<file path="src/logic/power_mode_pkg.sv">
package power_mode_pkg;

   // ---------------------------------------------------------------
   // register map (plain port, word index)
   // ---------------------------------------------------------------
   localparam logic [3:0] ADDR_CTRL = 4'h0;
   localparam logic [3:0] ADDR_STATUS = 4'h1;
   localparam logic [3:0] ADDR_DEBUG = 4'h2;

   // control register bit positions
   localparam int CTRL_LVD_ON = 0;
   localparam int CTRL_LVD_STOP = 1;
   localparam int CTRL_LPR = 2;
   localparam int CTRL_WAKE_FULL = 3;
   localparam int CTRL_PPD_SEL = 4;
   localparam int CTRL_STOP_ALLOW = 5;
   localparam int CTRL_PPD_ACK = 6;

   // status register bit positions
   localparam int STAT_LOW_POWER_RUN_STATUS = 0;
   localparam int STAT_POWERDOWN_WAKE_FLAG = 1;
   localparam int STAT_MODE_LO = 4;

   localparam logic [7:0] CTRL_RESET = 8'h00;
   localparam logic [7:0] READ_ZERO = 8'h00;

   // ---------------------------------------------------------------
   // modes, one bit apart along run <-> wait, low power run <-> low power wait and deep stop -> por
   // ---------------------------------------------------------------
   typedef enum logic [2:0] {
      MODE_RUN = 3'h0,
      MODE_WAIT = 3'h1,
      MODE_LOW_POWER_RUN = 3'h3,
      MODE_LOW_POWER_WAIT = 3'h2,
      MODE_LSTOP = 3'h6,
      MODE_DSTOP = 3'h7,
      MODE_POR = 3'h5
   } mode_t;

   typedef enum logic [1:0] {
      REG_ON = 2'h0,
      REG_STANDBY = 2'h1,
      REG_PARTIAL_DOWN = 2'h2
   } regulator_t;

   // gating outputs grouped
   typedef struct packed {
      regulator_t regulator;
      logic cpu_clk_on;
      logic periph_clk_on;
      logic periph_low_speed;
      logic debug_clk_on;
      logic clk_module_bypass_lp;
      logic core_powered;
      logic rtc_powered;
      logic pins_latched;
   } power_ctrl_t;

   // mode-select bits sampled at instruction time
   typedef struct packed {
      logic debug_allow;
      logic lvd_on;
      logic lvd_stop;
      logic low_power_run_request;
      logic ppd_sel;
      logic wake_full;
   } mode_sel_t;

endpackage

</file>
<file path="src/logic/power_mode_control.sv">
// Chosen here: the register addresses and strobed register access.
`timescale 1ns/1ps
`default_nettype none

// Overview of operation
// [RULE1] both detect bits set keep regulator on through every stop mode
// [RULE2] deep stop request with detect-in-stop enabled becomes light stop
// [RULE3] no deep stop from low power run; lpr and ppd select exclude each other; one write setting both from clear sets both
// [RULE4] stop instruction in low power run goes to light stop
// [RULE5] reset ending light stop returns to normal run
// [RULE6] wake_full clear: interrupt in light stop from low_power_run returns to low_power_run
// [RULE7] wake_full set: interrupt returns to run and clears lpr and status
// [RULE8] run when not debug and no lpr, both detect bits, or debug allowed
// [RULE9] low_power_run when lpr set, no ppd, no debug, a detect bit clear
// [RULE10] wait stops cpu clock, peripherals run, regulator on
// [RULE11] low power wait: cpu off, slow peripherals, standby, debug clock off
// [RULE12] light stop standby unless both detect bits or debug; debug clock on debug
// [RULE13] deep stop only with no debug, no lpr, ppd select, a detect bit clear
// [RULE14] deep stop powers down all but the real time counter
// [RULE15] debug_mode_allow written only by the background debug port
// [RULE16] deep stop left by wake pin low; others by interrupt
// [RULE17] software sets low_power_run_request last when entering low_power_run
// [RULE18] software reloads its environment from ram after deep stop
// [RULE19] light stop exits to run on reset, or interrupt without lpr or with wake_full
// [RULE20] wake pin low in deep stop starts a full power-on reset
// [RULE21] stop with stop_instruction_allow clear forces illegal opcode reset
// [RULE22] deep stop wake sets powerdown flag and holds pin latch until ack
// [RULE23] mode-select bits sampled when stop or wait executes
module power_mode_control
   import power_mode_pkg::*;
(
   input wire logic clk_in,
   input wire logic rst_in,
   input wire logic [3:0] addr_in,
   input wire logic [7:0] wdata_in,
   input wire logic wr_in,
   input wire logic rd_in,
   output logic [7:0] rdata_out,
   input wire logic debug_wr_in,
   input wire logic debug_mode_allow_in,
   input wire logic stop_exec_in,
   input wire logic wait_exec_in,
   input wire logic irq_in,
   input wire logic wake_pin_in,
   output logic illegal_op_reset_out,
   output logic por_request_out,
   output power_ctrl_t power_out,
   output mode_t mode_out
);

   // ---------------------------------------------------------------
   // software registers
   // ---------------------------------------------------------------
   logic lvd_on_r;
   logic lvd_stop_r;
   logic lpr_r;
   logic low_power_run_status_r;
   logic wake_full_r;
   logic ppd_sel_r;
   logic stop_allow_r;
   logic debug_allow_r;
   logic powerdown_wake_flag_r;
   logic pins_latched_r;
   mode_t mode_r;
   mode_t mode_nxt;
   mode_t lstop_origin_r;
   mode_sel_t sel_r;
   logic illegal_r;
   logic por_r;
   power_ctrl_t power_r;
   power_ctrl_t power_nxt;
   logic ctrl_wr;
   logic irq_wake_full;
   logic ack_wr;

   assign ctrl_wr = wr_in && (addr_in == ADDR_CTRL);
   assign ack_wr = ctrl_wr && wdata_in[CTRL_PPD_ACK];

   always_ff @(posedge clk_in)
   begin
      if (rst_in)
      begin
         lvd_on_r <= CTRL_RESET[CTRL_LVD_ON];
         lvd_stop_r <= CTRL_RESET[CTRL_LVD_STOP];
         wake_full_r <= CTRL_RESET[CTRL_WAKE_FULL];
         stop_allow_r <= CTRL_RESET[CTRL_STOP_ALLOW];
      end
      else if (ctrl_wr)
      begin
         lvd_on_r <= wdata_in[CTRL_LVD_ON];
         lvd_stop_r <= wdata_in[CTRL_LVD_STOP];
         wake_full_r <= wdata_in[CTRL_WAKE_FULL];
         stop_allow_r <= wdata_in[CTRL_STOP_ALLOW];
      end
   end

   // a write setting lpr or ppd select is dropped while the other is already set; wake to full regulation clears lpr
   assign irq_wake_full = irq_in && wake_full_r &&
      ((mode_r == MODE_LSTOP) || (mode_r == MODE_LOW_POWER_WAIT) || (mode_r == MODE_LOW_POWER_RUN));

   always_ff @(posedge clk_in)
   begin
      if (rst_in)
      begin
         lpr_r <= CTRL_RESET[CTRL_LPR];
         ppd_sel_r <= CTRL_RESET[CTRL_PPD_SEL];
      end
      else
      begin
         if (irq_wake_full)
            lpr_r <= 1'b0; // RULE7
         else if (ctrl_wr && !(wdata_in[CTRL_LPR] && ppd_sel_r))
            lpr_r <= wdata_in[CTRL_LPR]; // RULE3
         if (ctrl_wr && !(wdata_in[CTRL_PPD_SEL] && lpr_r))
            ppd_sel_r <= wdata_in[CTRL_PPD_SEL]; // RULE3
      end
   end

   // only the background debug port reaches this bit
   always_ff @(posedge clk_in)
   begin
      if (rst_in)
         debug_allow_r <= 1'b0;
      else if (debug_wr_in)
         debug_allow_r <= debug_mode_allow_in; // RULE15
   end

   // ---------------------------------------------------------------
   // instruction-time sampling
   // ---------------------------------------------------------------
   always_ff @(posedge clk_in)
   begin
      if (rst_in)
         sel_r <= '0;
      else if (stop_exec_in || wait_exec_in)
         sel_r <= '{debug_allow_r, lvd_on_r, lvd_stop_r, lpr_r, ppd_sel_r,
                    wake_full_r}; // RULE23
   end

   // ---------------------------------------------------------------
   // mode sequencing
   // ---------------------------------------------------------------
   logic lp_ok;
   logic both_lvd;
   assign both_lvd = lvd_on_r && lvd_stop_r;
   assign lp_ok = !debug_allow_r && lpr_r && !ppd_sel_r && !both_lvd; // RULE9

   always_comb
   begin
      mode_nxt = mode_r;
      case (mode_r)
         MODE_RUN:
         begin
            if (stop_exec_in && stop_allow_r)
            begin
               if (!debug_allow_r && !lpr_r && ppd_sel_r && !both_lvd)
                  mode_nxt = MODE_DSTOP; // RULE13
               else
                  mode_nxt = MODE_LSTOP; // RULE2
            end
            else if (wait_exec_in)
               mode_nxt = MODE_WAIT;
            else if (lp_ok)
               mode_nxt = MODE_LOW_POWER_RUN; // RULE8
         end
         MODE_LOW_POWER_RUN:
         begin
            if (stop_exec_in && stop_allow_r)
               mode_nxt = MODE_LSTOP; // RULE4
            else if (wait_exec_in)
               mode_nxt = MODE_LOW_POWER_WAIT;
            else if (!lp_ok)
               mode_nxt = MODE_RUN; // RULE8
         end
         MODE_WAIT:
         begin
            if (irq_in)
               mode_nxt = MODE_RUN; // RULE16
         end
         MODE_LOW_POWER_WAIT:
         begin
            if (irq_in)
               mode_nxt = sel_r.wake_full ? MODE_RUN : MODE_LOW_POWER_RUN; // RULE16
         end
         MODE_LSTOP:
         begin
            if (irq_in)
            begin
               if ((lstop_origin_r == MODE_LOW_POWER_RUN) && !sel_r.wake_full)
                  mode_nxt = MODE_LOW_POWER_RUN; // RULE6
               else
                  mode_nxt = MODE_RUN; // RULE19
            end
         end
         MODE_DSTOP:
         begin
            if (!wake_pin_in)
               mode_nxt = MODE_POR; // RULE20
         end
         MODE_POR:
            mode_nxt = MODE_RUN;
         default:
            mode_nxt = MODE_RUN;
      endcase
   end

   // reset always returns to normal run
   always_ff @(posedge clk_in)
   begin
      if (rst_in)
         mode_r <= MODE_RUN; // RULE5
      else
         mode_r <= mode_nxt;
   end

   always_ff @(posedge clk_in)
   begin
      if (rst_in)
         lstop_origin_r <= MODE_RUN;
      else if (mode_nxt == MODE_LSTOP && mode_r != MODE_LSTOP)
         lstop_origin_r <= mode_r;
   end

   // low power run status follows the mode
   always_ff @(posedge clk_in)
   begin
      if (rst_in)
         low_power_run_status_r <= 1'b0;
      else
         low_power_run_status_r <= (mode_nxt == MODE_LOW_POWER_RUN) || (mode_nxt == MODE_LOW_POWER_WAIT); // RULE7
   end

   // illegal stop forces a reset request
   always_ff @(posedge clk_in)
   begin
      if (rst_in)
         illegal_r <= 1'b0;
      else
         illegal_r <= stop_exec_in && !stop_allow_r &&
            ((mode_r == MODE_RUN) || (mode_r == MODE_LOW_POWER_RUN)); // RULE21
   end

   always_ff @(posedge clk_in)
   begin
      if (rst_in)
         por_r <= 1'b0;
      else
         por_r <= (mode_r == MODE_DSTOP) && !wake_pin_in; // RULE20
   end

   // powerdown flag and pin latch, set wins over ack
   always_ff @(posedge clk_in)
   begin
      if (rst_in)
      begin
         powerdown_wake_flag_r <= 1'b0;
         pins_latched_r <= 1'b0;
      end
      else if (mode_nxt == MODE_DSTOP || mode_r == MODE_POR)
      begin
         powerdown_wake_flag_r <= (mode_r == MODE_POR); // RULE22
         pins_latched_r <= 1'b1; // RULE22
      end
      else if (ack_wr)
      begin
         powerdown_wake_flag_r <= 1'b0; // RULE22
         pins_latched_r <= 1'b0; // RULE22
      end
   end

   // ---------------------------------------------------------------
   // gating and regulator outputs
   // ---------------------------------------------------------------
   always_comb
   begin
      power_nxt = '0;
      power_nxt.regulator = REG_ON;
      power_nxt.core_powered = 1'b1;
      power_nxt.rtc_powered = 1'b1;
      power_nxt.pins_latched = pins_latched_r;
      power_nxt.debug_clk_on = debug_allow_r;
      case (mode_nxt)
         MODE_RUN:
         begin
            power_nxt.cpu_clk_on = 1'b1; // RULE8
            power_nxt.periph_clk_on = 1'b1;
         end
         MODE_WAIT:
         begin
            power_nxt.periph_clk_on = 1'b1; // RULE10
         end
         MODE_LOW_POWER_RUN:
         begin
            power_nxt.cpu_clk_on = 1'b1;
            power_nxt.periph_clk_on = 1'b1;
            power_nxt.periph_low_speed = 1'b1;
            power_nxt.clk_module_bypass_lp = 1'b1; // RULE9
            power_nxt.regulator = REG_STANDBY; // RULE9
            power_nxt.debug_clk_on = 1'b0;
         end
         MODE_LOW_POWER_WAIT:
         begin
            power_nxt.periph_clk_on = 1'b1;
            power_nxt.periph_low_speed = 1'b1;
            power_nxt.clk_module_bypass_lp = 1'b1; // RULE11
            power_nxt.regulator = REG_STANDBY; // RULE11
            power_nxt.debug_clk_on = 1'b0; // RULE11
         end
         MODE_LSTOP:
         begin
            if (!(lvd_on_r && lvd_stop_r) && !debug_allow_r)
               power_nxt.regulator = REG_STANDBY; // RULE12
            else
               power_nxt.regulator = REG_ON; // RULE1
         end
         MODE_DSTOP:
         begin
            power_nxt.regulator = REG_PARTIAL_DOWN; // RULE13
            power_nxt.core_powered = 1'b0; // RULE14
            power_nxt.debug_clk_on = 1'b0;
            power_nxt.pins_latched = 1'b1;
         end
         MODE_POR:
         begin
            power_nxt.core_powered = 1'b0;
            power_nxt.debug_clk_on = 1'b0;
            power_nxt.pins_latched = 1'b1;
         end
         default:
         begin
            power_nxt.cpu_clk_on = 1'b1;
            power_nxt.periph_clk_on = 1'b1;
         end
      endcase
   end

   always_ff @(posedge clk_in)
   begin
      if (rst_in)
      begin
         power_r <= '0;
         power_r.core_powered <= 1'b1;
         power_r.rtc_powered <= 1'b1;
         power_r.cpu_clk_on <= 1'b1;
         power_r.periph_clk_on <= 1'b1;
      end
      else
         power_r <= power_nxt;
   end

   // ---------------------------------------------------------------
   // register read port
   // ---------------------------------------------------------------
   always_ff @(posedge clk_in)
   begin
      if (rst_in)
         rdata_out <= READ_ZERO;
      else if (rd_in)
      begin
         rdata_out <= READ_ZERO;
         case (addr_in)
            ADDR_CTRL:
            begin
               rdata_out[CTRL_LVD_ON] <= lvd_on_r;
               rdata_out[CTRL_LVD_STOP] <= lvd_stop_r;
               rdata_out[CTRL_LPR] <= lpr_r;
               rdata_out[CTRL_WAKE_FULL] <= wake_full_r;
               rdata_out[CTRL_PPD_SEL] <= ppd_sel_r;
               rdata_out[CTRL_STOP_ALLOW] <= stop_allow_r;
            end
            ADDR_STATUS:
            begin
               rdata_out[STAT_LOW_POWER_RUN_STATUS] <= low_power_run_status_r;
               rdata_out[STAT_POWERDOWN_WAKE_FLAG] <= powerdown_wake_flag_r;
               rdata_out[STAT_MODE_LO +: 3] <= mode_r;
            end
            ADDR_DEBUG:
               rdata_out[0] <= debug_allow_r;
            default:
               rdata_out <= READ_ZERO;
         endcase
      end
   end

   assign illegal_op_reset_out = illegal_r;
   assign por_request_out = por_r;
   assign power_out = power_r;
   assign mode_out = mode_r;

endmodule

`default_nettype wire

</file>
<file path="config.mk">
export PLATFORM = sky130hd
export DESIGN_NAME = power_mode_control
export DESIGN_NICKNAME = d
export VERILOG_FILES = /design/src/logic/power_mode_pkg.sv /design/src/logic/power_mode_control.sv
export SDC_FILE = /design/constraint.sdc
export NUM_CORES = 1
export LEC_CHECK = 0
export BUFFER_PORTS_ARGS = -buffer_cell sky130_fd_sc_hd__buf_2
export CORE_ASPECT_RATIO = 0.6
export CORE_MARGIN = 3
export CORE_UTILIZATION = 35
export CTS_BUF_LIST = sky130_fd_sc_hd__clkbuf_2
export DETAILED_ROUTE_END_ITERATION = 8
export PLACE_DENSITY_LB_ADDON = 0.08
export SLEW_MARGIN = 40
export SYNTH_ARGS = -nofsm -noshare
export SYNTH_HDL_FRONTEND = slang
export SYNTH_SLANG_ARGS = --single-unit
</file>
<file path="constraint.sdc">
create_clock -name clk_in -period 1.64 [get_ports clk_in]
set_clock_uncertainty 0.05 [all_clocks]
set_input_delay 0.164 -clock clk_in [delete_from_list [all_inputs] [get_ports clk_in]]
set_output_delay 0.164 -clock clk_in [all_outputs]
set_load 0.005 [all_outputs]
</file>
-- Word-level counts from Yosys, hierarchy flattened
Cells that the tools add are included.
- register bits after elaboration: 35
- bits of input ports: 22
- output and inout bits: 23
- equality and inequality tests: 16
- multiplexer cells: 29
- reductions and logical operators: 46
- operators by type and width (operator ; count):
    3-bit two-way mux ; 10
    1-bit logical AND ; 22
    3-bit == test (second input constant) ; 6
    3-bit one-hot mux with 6 select lines ; 1
    3-bit by 2-bit == test with 1-bit output (second input constant) ; 5
    1-bit two-way mux ; 11
    5-bit OR reduction ; 2
    1-bit logical NOT ; 9
    3-bit by 1-bit == test with 1-bit output (second input constant) ; 2
    1-bit logical OR ; 6
    2-bit two-way mux ; 3
    2-bit one-hot mux with 3 select lines ; 1
    2-bit OR reduction ; 3
    4-bit by 1-bit == test with 1-bit output (second input constant) ; 1
    4-bit by 2-bit == test with 1-bit output (second input constant) ; 1
    4-bit logical NOT ; 1
    2-bit one-hot mux with 2 select lines ; 1
    3-bit logical NOT ; 1
    3-bit inequality test (second input constant) ; 1
    1-bit one-hot mux with 3 select lines ; 1
    3-bit OR reduction ; 1
    1-bit one-hot mux with 2 select lines ; 1
    2-bit nonzero test ; 1

-- Depth between registers and ports, before layout
- word-level depth: 11
- mapped depth: 6
- depth with buffers taken out: 5

-- Worst setup path after synthesis
Ideal clock, no wire load.
- path kind: flip-flop to flip-flop
- from: register mode_r[2] (netlist: mode_out[2])
- to: register power_r (netlist bit power_out[7])
- setup time: 120 ps
- arrival: 1509 ps
- data required time: 1470 ps
- path slack: -39 ps
- cell stages (with the launch flop): 6
- buffers on the path: 0
- clock period less this slack: 1679 ps
- cell sequence: dfxtp_1 mux2_1 a221oi_1 o21a_1 a211oi_1 a211o_1
- cells in the longest elaborated chain, start to end: 7
- elaborated cells between the ends (all ways): 24
- RTL lines (item ; RTL line ; RTL):
    start, declared ; power_mode_control.sv:64 ; mode_t mode_r;
    start signal, assigned ; power_mode_control.sv:213 ; mode_r <= mode_nxt;
    3-bit two-way mux (on tied branches) ; power_mode_control.sv:172, power_mode_control.sv:163 ;
    3-bit two-way mux (on tied branches) ; power_mode_control.sv:170, power_mode_control.sv:161 ;
    3-bit two-way mux (on tied branches) ; power_mode_control.sv:168, power_mode_control.sv:154 ;
    3-bit one-hot mux with 6 select lines (*) ; power_mode_control.sv:151 ; case (mode_r)
    3-bit == test, or another cell as far along ; power_mode_control.sv:282 ; case (mode_nxt)
    5-bit OR reduction (no source line) (*) ; n/a ;
    1-bit two-way mux (*) ; power_mode_control.sv:282 ;
    end signal, assigned ; power_mode_control.sv:348 ; power_r <= power_nxt;
    end, declared ; power_mode_control.sv:70 ; power_ctrl_t power_r;
Mark *: on every way between the ends. The rest lies on a longest branch, timed or not.
A chain may end at the register's enable or synchronous reset.

-- Worst setup path in the final report
- from: register mode_r[0] (netlist: mode_out[0])
- to: register pins_latched_r
- cells in the longest elaborated chain, start to end: 7
- elaborated cells between the ends (all ways): 22
- RTL lines (item ; RTL line ; RTL):
    3-bit two-way mux (on tied branches) ; power_mode_control.sv:172, power_mode_control.sv:163 ;
    3-bit two-way mux (on tied branches) ; power_mode_control.sv:170, power_mode_control.sv:161 ;
    3-bit two-way mux (on tied branches) ; power_mode_control.sv:168, power_mode_control.sv:154 ;
    3-bit one-hot mux with 6 select lines ; power_mode_control.sv:151 ;
    3-bit == test ; power_mode_control.sv:259 ; else if (mode_nxt == MODE_DSTOP || mode_r == MODE_POR)
    1-bit logical OR (*) ; power_mode_control.sv:259 ;
    1-bit two-way mux / 2-bit nonzero test (equally long branches) ; n/a ;
    end signal, assigned ; power_mode_control.sv:257 ; pins_latched_r <= 1'b0;
    end signal, assigned ; power_mode_control.sv:262 ; pins_latched_r <= 1'b1;
    end signal, assigned ; power_mode_control.sv:267 ; pins_latched_r <= 1'b0;
    end, declared ; power_mode_control.sv:63 ; logic pins_latched_r;
Marks and branches as above.

==> reports/qor.txt <==
Via density = 4.97
Ys Warns = 0
grt ovf = 0
mux contribution to synthesized area = 0.0472
grt met2 use = 0.250
synthesized cell area = 0.00159 sq mm
met3 usage = 0.0506
Post-DRT Antenna Nets = 0
Synth Register Bits = 33
number of global-route vias before repair = 1503
worst reg2reg path depth = 6
Slew Limit Fails = 0
global-route wire length before repair = 7.31 mm
Fin Hold WS = 28.0 ps
ys flop type = dfxtp_1
failing checks = negative setup slack
slew at the pin closest to its max-slew limit = 587 ps
largest area contributor in the netlist = dfxtp_1
R2R Path End = pins_latched_r
Post-Synth Simple-Gate Area = 0.284
Post-DP Area = 0.00200 sq mm
CTS root buffer = clkbuf_2
detailed-route DRC error count = 0
Worst R2R Start = mode_out[0]
number of buffers created by CTS = 5
Area contributors post-synth = dfxtp_1 42%, a21oi_1 5.7%, nand3_1 4.4%
Avg Inst Size Synth = 8.98 sq um
GP Congestion = 0.780
Antenna Cells = 0
clk slew on worst S/H paths = 180 ps
largest family of logic cells by synthesized area = simple AND/OR/NAND/NOR gates
post-synthesis sequential area ratio = 0.416
R2R Setup Slk = -40 ps
core footprint = 0.00423 sq mm
Syn Inst Count = 177
dpl cells = 292
leakage power = 0.00100 uW
Starting Density = 0.375
# rows = 18
worst hold path class = primary input to register
fillers = 414
I/O pin count = 45
DR pass1 iterations = 4
Post-Layout Cell Count = 315
Synth Net Count = 199
crit path capture type = register
status = finished with violations
Sink Count = 33
post-synth top area share = 0.416
worst hold path depth = 3
final instance area = 0.00230 sq mm
final wirelength = 4.45 mm
Max Clk Rate = 0.594 GHz
most instantiated cells after synthesis = 33 x dfxtp_1, 18 x a21oi_1, 14 x nand3_1
busiest layer in global routing = met1
Die H = 58.2 microns
CP Max Fanout = 6
htree depth = 2
total of max-cap violations = 0
Register Area = 676 sq um
HP Start = wr_in
TritonCTS clock tree = yes
Hold Path End = lvd_on_r
Max transition margin = 0.606
vias post-DR = 1567
Avg WL per Cell = 14.1 microns
Async S/R FF share, synth = 0
Post-Synth Adder-Cell Area = 0
IO Port Bufs = 41
compound-cell area share of the yosys netlist = 0.194
Horiz. Die Dim = 93.0 microns
DIE AREA = 0.00541 sq mm
synth unique cells = 48
most frequent cell after synthesis = dfxtp_1
min setup slack post-route = -44.6 ps
RSZ-0062 raised after global routing = true
CP startpoint = mode_out[0]
Final period util = 1.03
Hold Fails Final Rpt = 0
CP arrival = 1950 ps
largest net degree at the start of global routing = 25
pwr dens = 694 mW/mm^2
GRT met1 Usage = 0.255
share of layout cells above drive strength 1 = 0.443
total power = 1600 uW
worst skew pair latency = 380 ps
post-DP HPWL = 3.23 mm
GRT Total Usage = 0.174
CTS Buffer Depth = 2
maximum vdd ir drop = 0.000395 V
EDFF count, synth = 0
Setup violations, final = 6
XOR/XNOR Fraction of Synth Area = 0
min Tclk post-route = 1680 ps
area of the multi-input gates = 921 sq um
kind of critical path = register to register
Crit path required time = 1900 ps
CP Launch Type = register
nets = 276
Iter 0 DRT Violations = 66
synthesis-to-layout area growth = 44.6%
initial antenna violation count = 0
==> layout make-up <==
cell class,count,share of cell area
Inverter,4,0.00653
Multi-Input combinational cell,128,0.401
Clock inverter,2,0.0147
Tap cell,60,0.0327
Clock buffer,6,0.0131
Timing Repair Buffer,82,0.238
Sequential cell,33,0.294
==> worst max-delay path by stage <==
stage,to,slack [ps],depth (start not counted)
detailed placement,power_out[7],-130,5
global placement,power_out[7],-100,5
finish,pins_latched_r,-40,6
global route,pins_latched_r,-120,6
floorplan,power_out[7],20,5
CTS,power_out[0],-30,6
==> logic make-up after synthesis <==
logic type,Yosys count
AOI/OAI and AO/OA,41
DFF,33
muxes,7
and+or+nand+nor,78
other,2
buffers and inverters,16
==> what timing repair did <==
action / in CTS / in global routing
endpoints found under the setup margin: 13 / 12
buffers inserted: 3 / 4
hold buffers: 7 / 1
resized for setup: 19 / 9
hold endpoints to repair: 6 / 1
pin swaps: 9 / 9
==> metal layers <==
metal  vias to the layer above  wire length (microns)  part of all wire
li1                        778                      -                 -
met1                       736                   2240              0.50
met2                        46                   1890              0.43
met3                         7                    273             0.061
met4                         0                     44            0.0099
met5                         -                      0                 0
==> critical path: stages, from the launching register on <==
cell     delay [ps]
dfxtp_4         400
buf_6           130
nor3_4          200
a22oi_1         110
o21a_2          260
or2_4           270
o32ai_2         200
==> placed cells by master (no fill, tap or decap), types with 5 or more instances in the layout <==
master and n:
buf_4 29, dlygate4sd3_1 8, clkbuf_2 6, nand3_1 14, nor2_1 12, nor3_1 5
nand2_1 11, buf_2 41, nand2b_1 11, a21oi_1 16, dfxtp_1 27
==> per-stage QoR <==
step                      utilization  setup slack (ps)  setup TNS, ps
final                           0.543             -44.6           -169
after global routing            0.543              -122           -914
after CTS                       0.525             -33.5           -122
after detailed placement        0.471              -132           -680
after global placement          0.471              -101           -647
after floorplan                     -              15.5              0
==> registers in the layout (all words and copies together) (netlist names), 3 cells and up <==
name,count
mode_out,3
rdata_out,7
power_out,7
lstop_origin_r,3
==> report_power, final <==
group | switching [uW] | internal (uW)
sequential | 9.00 | 813
clock | 284 | 260
combinational | 112 | 118
Note: power is estimated with default switching activity, not from simulation.
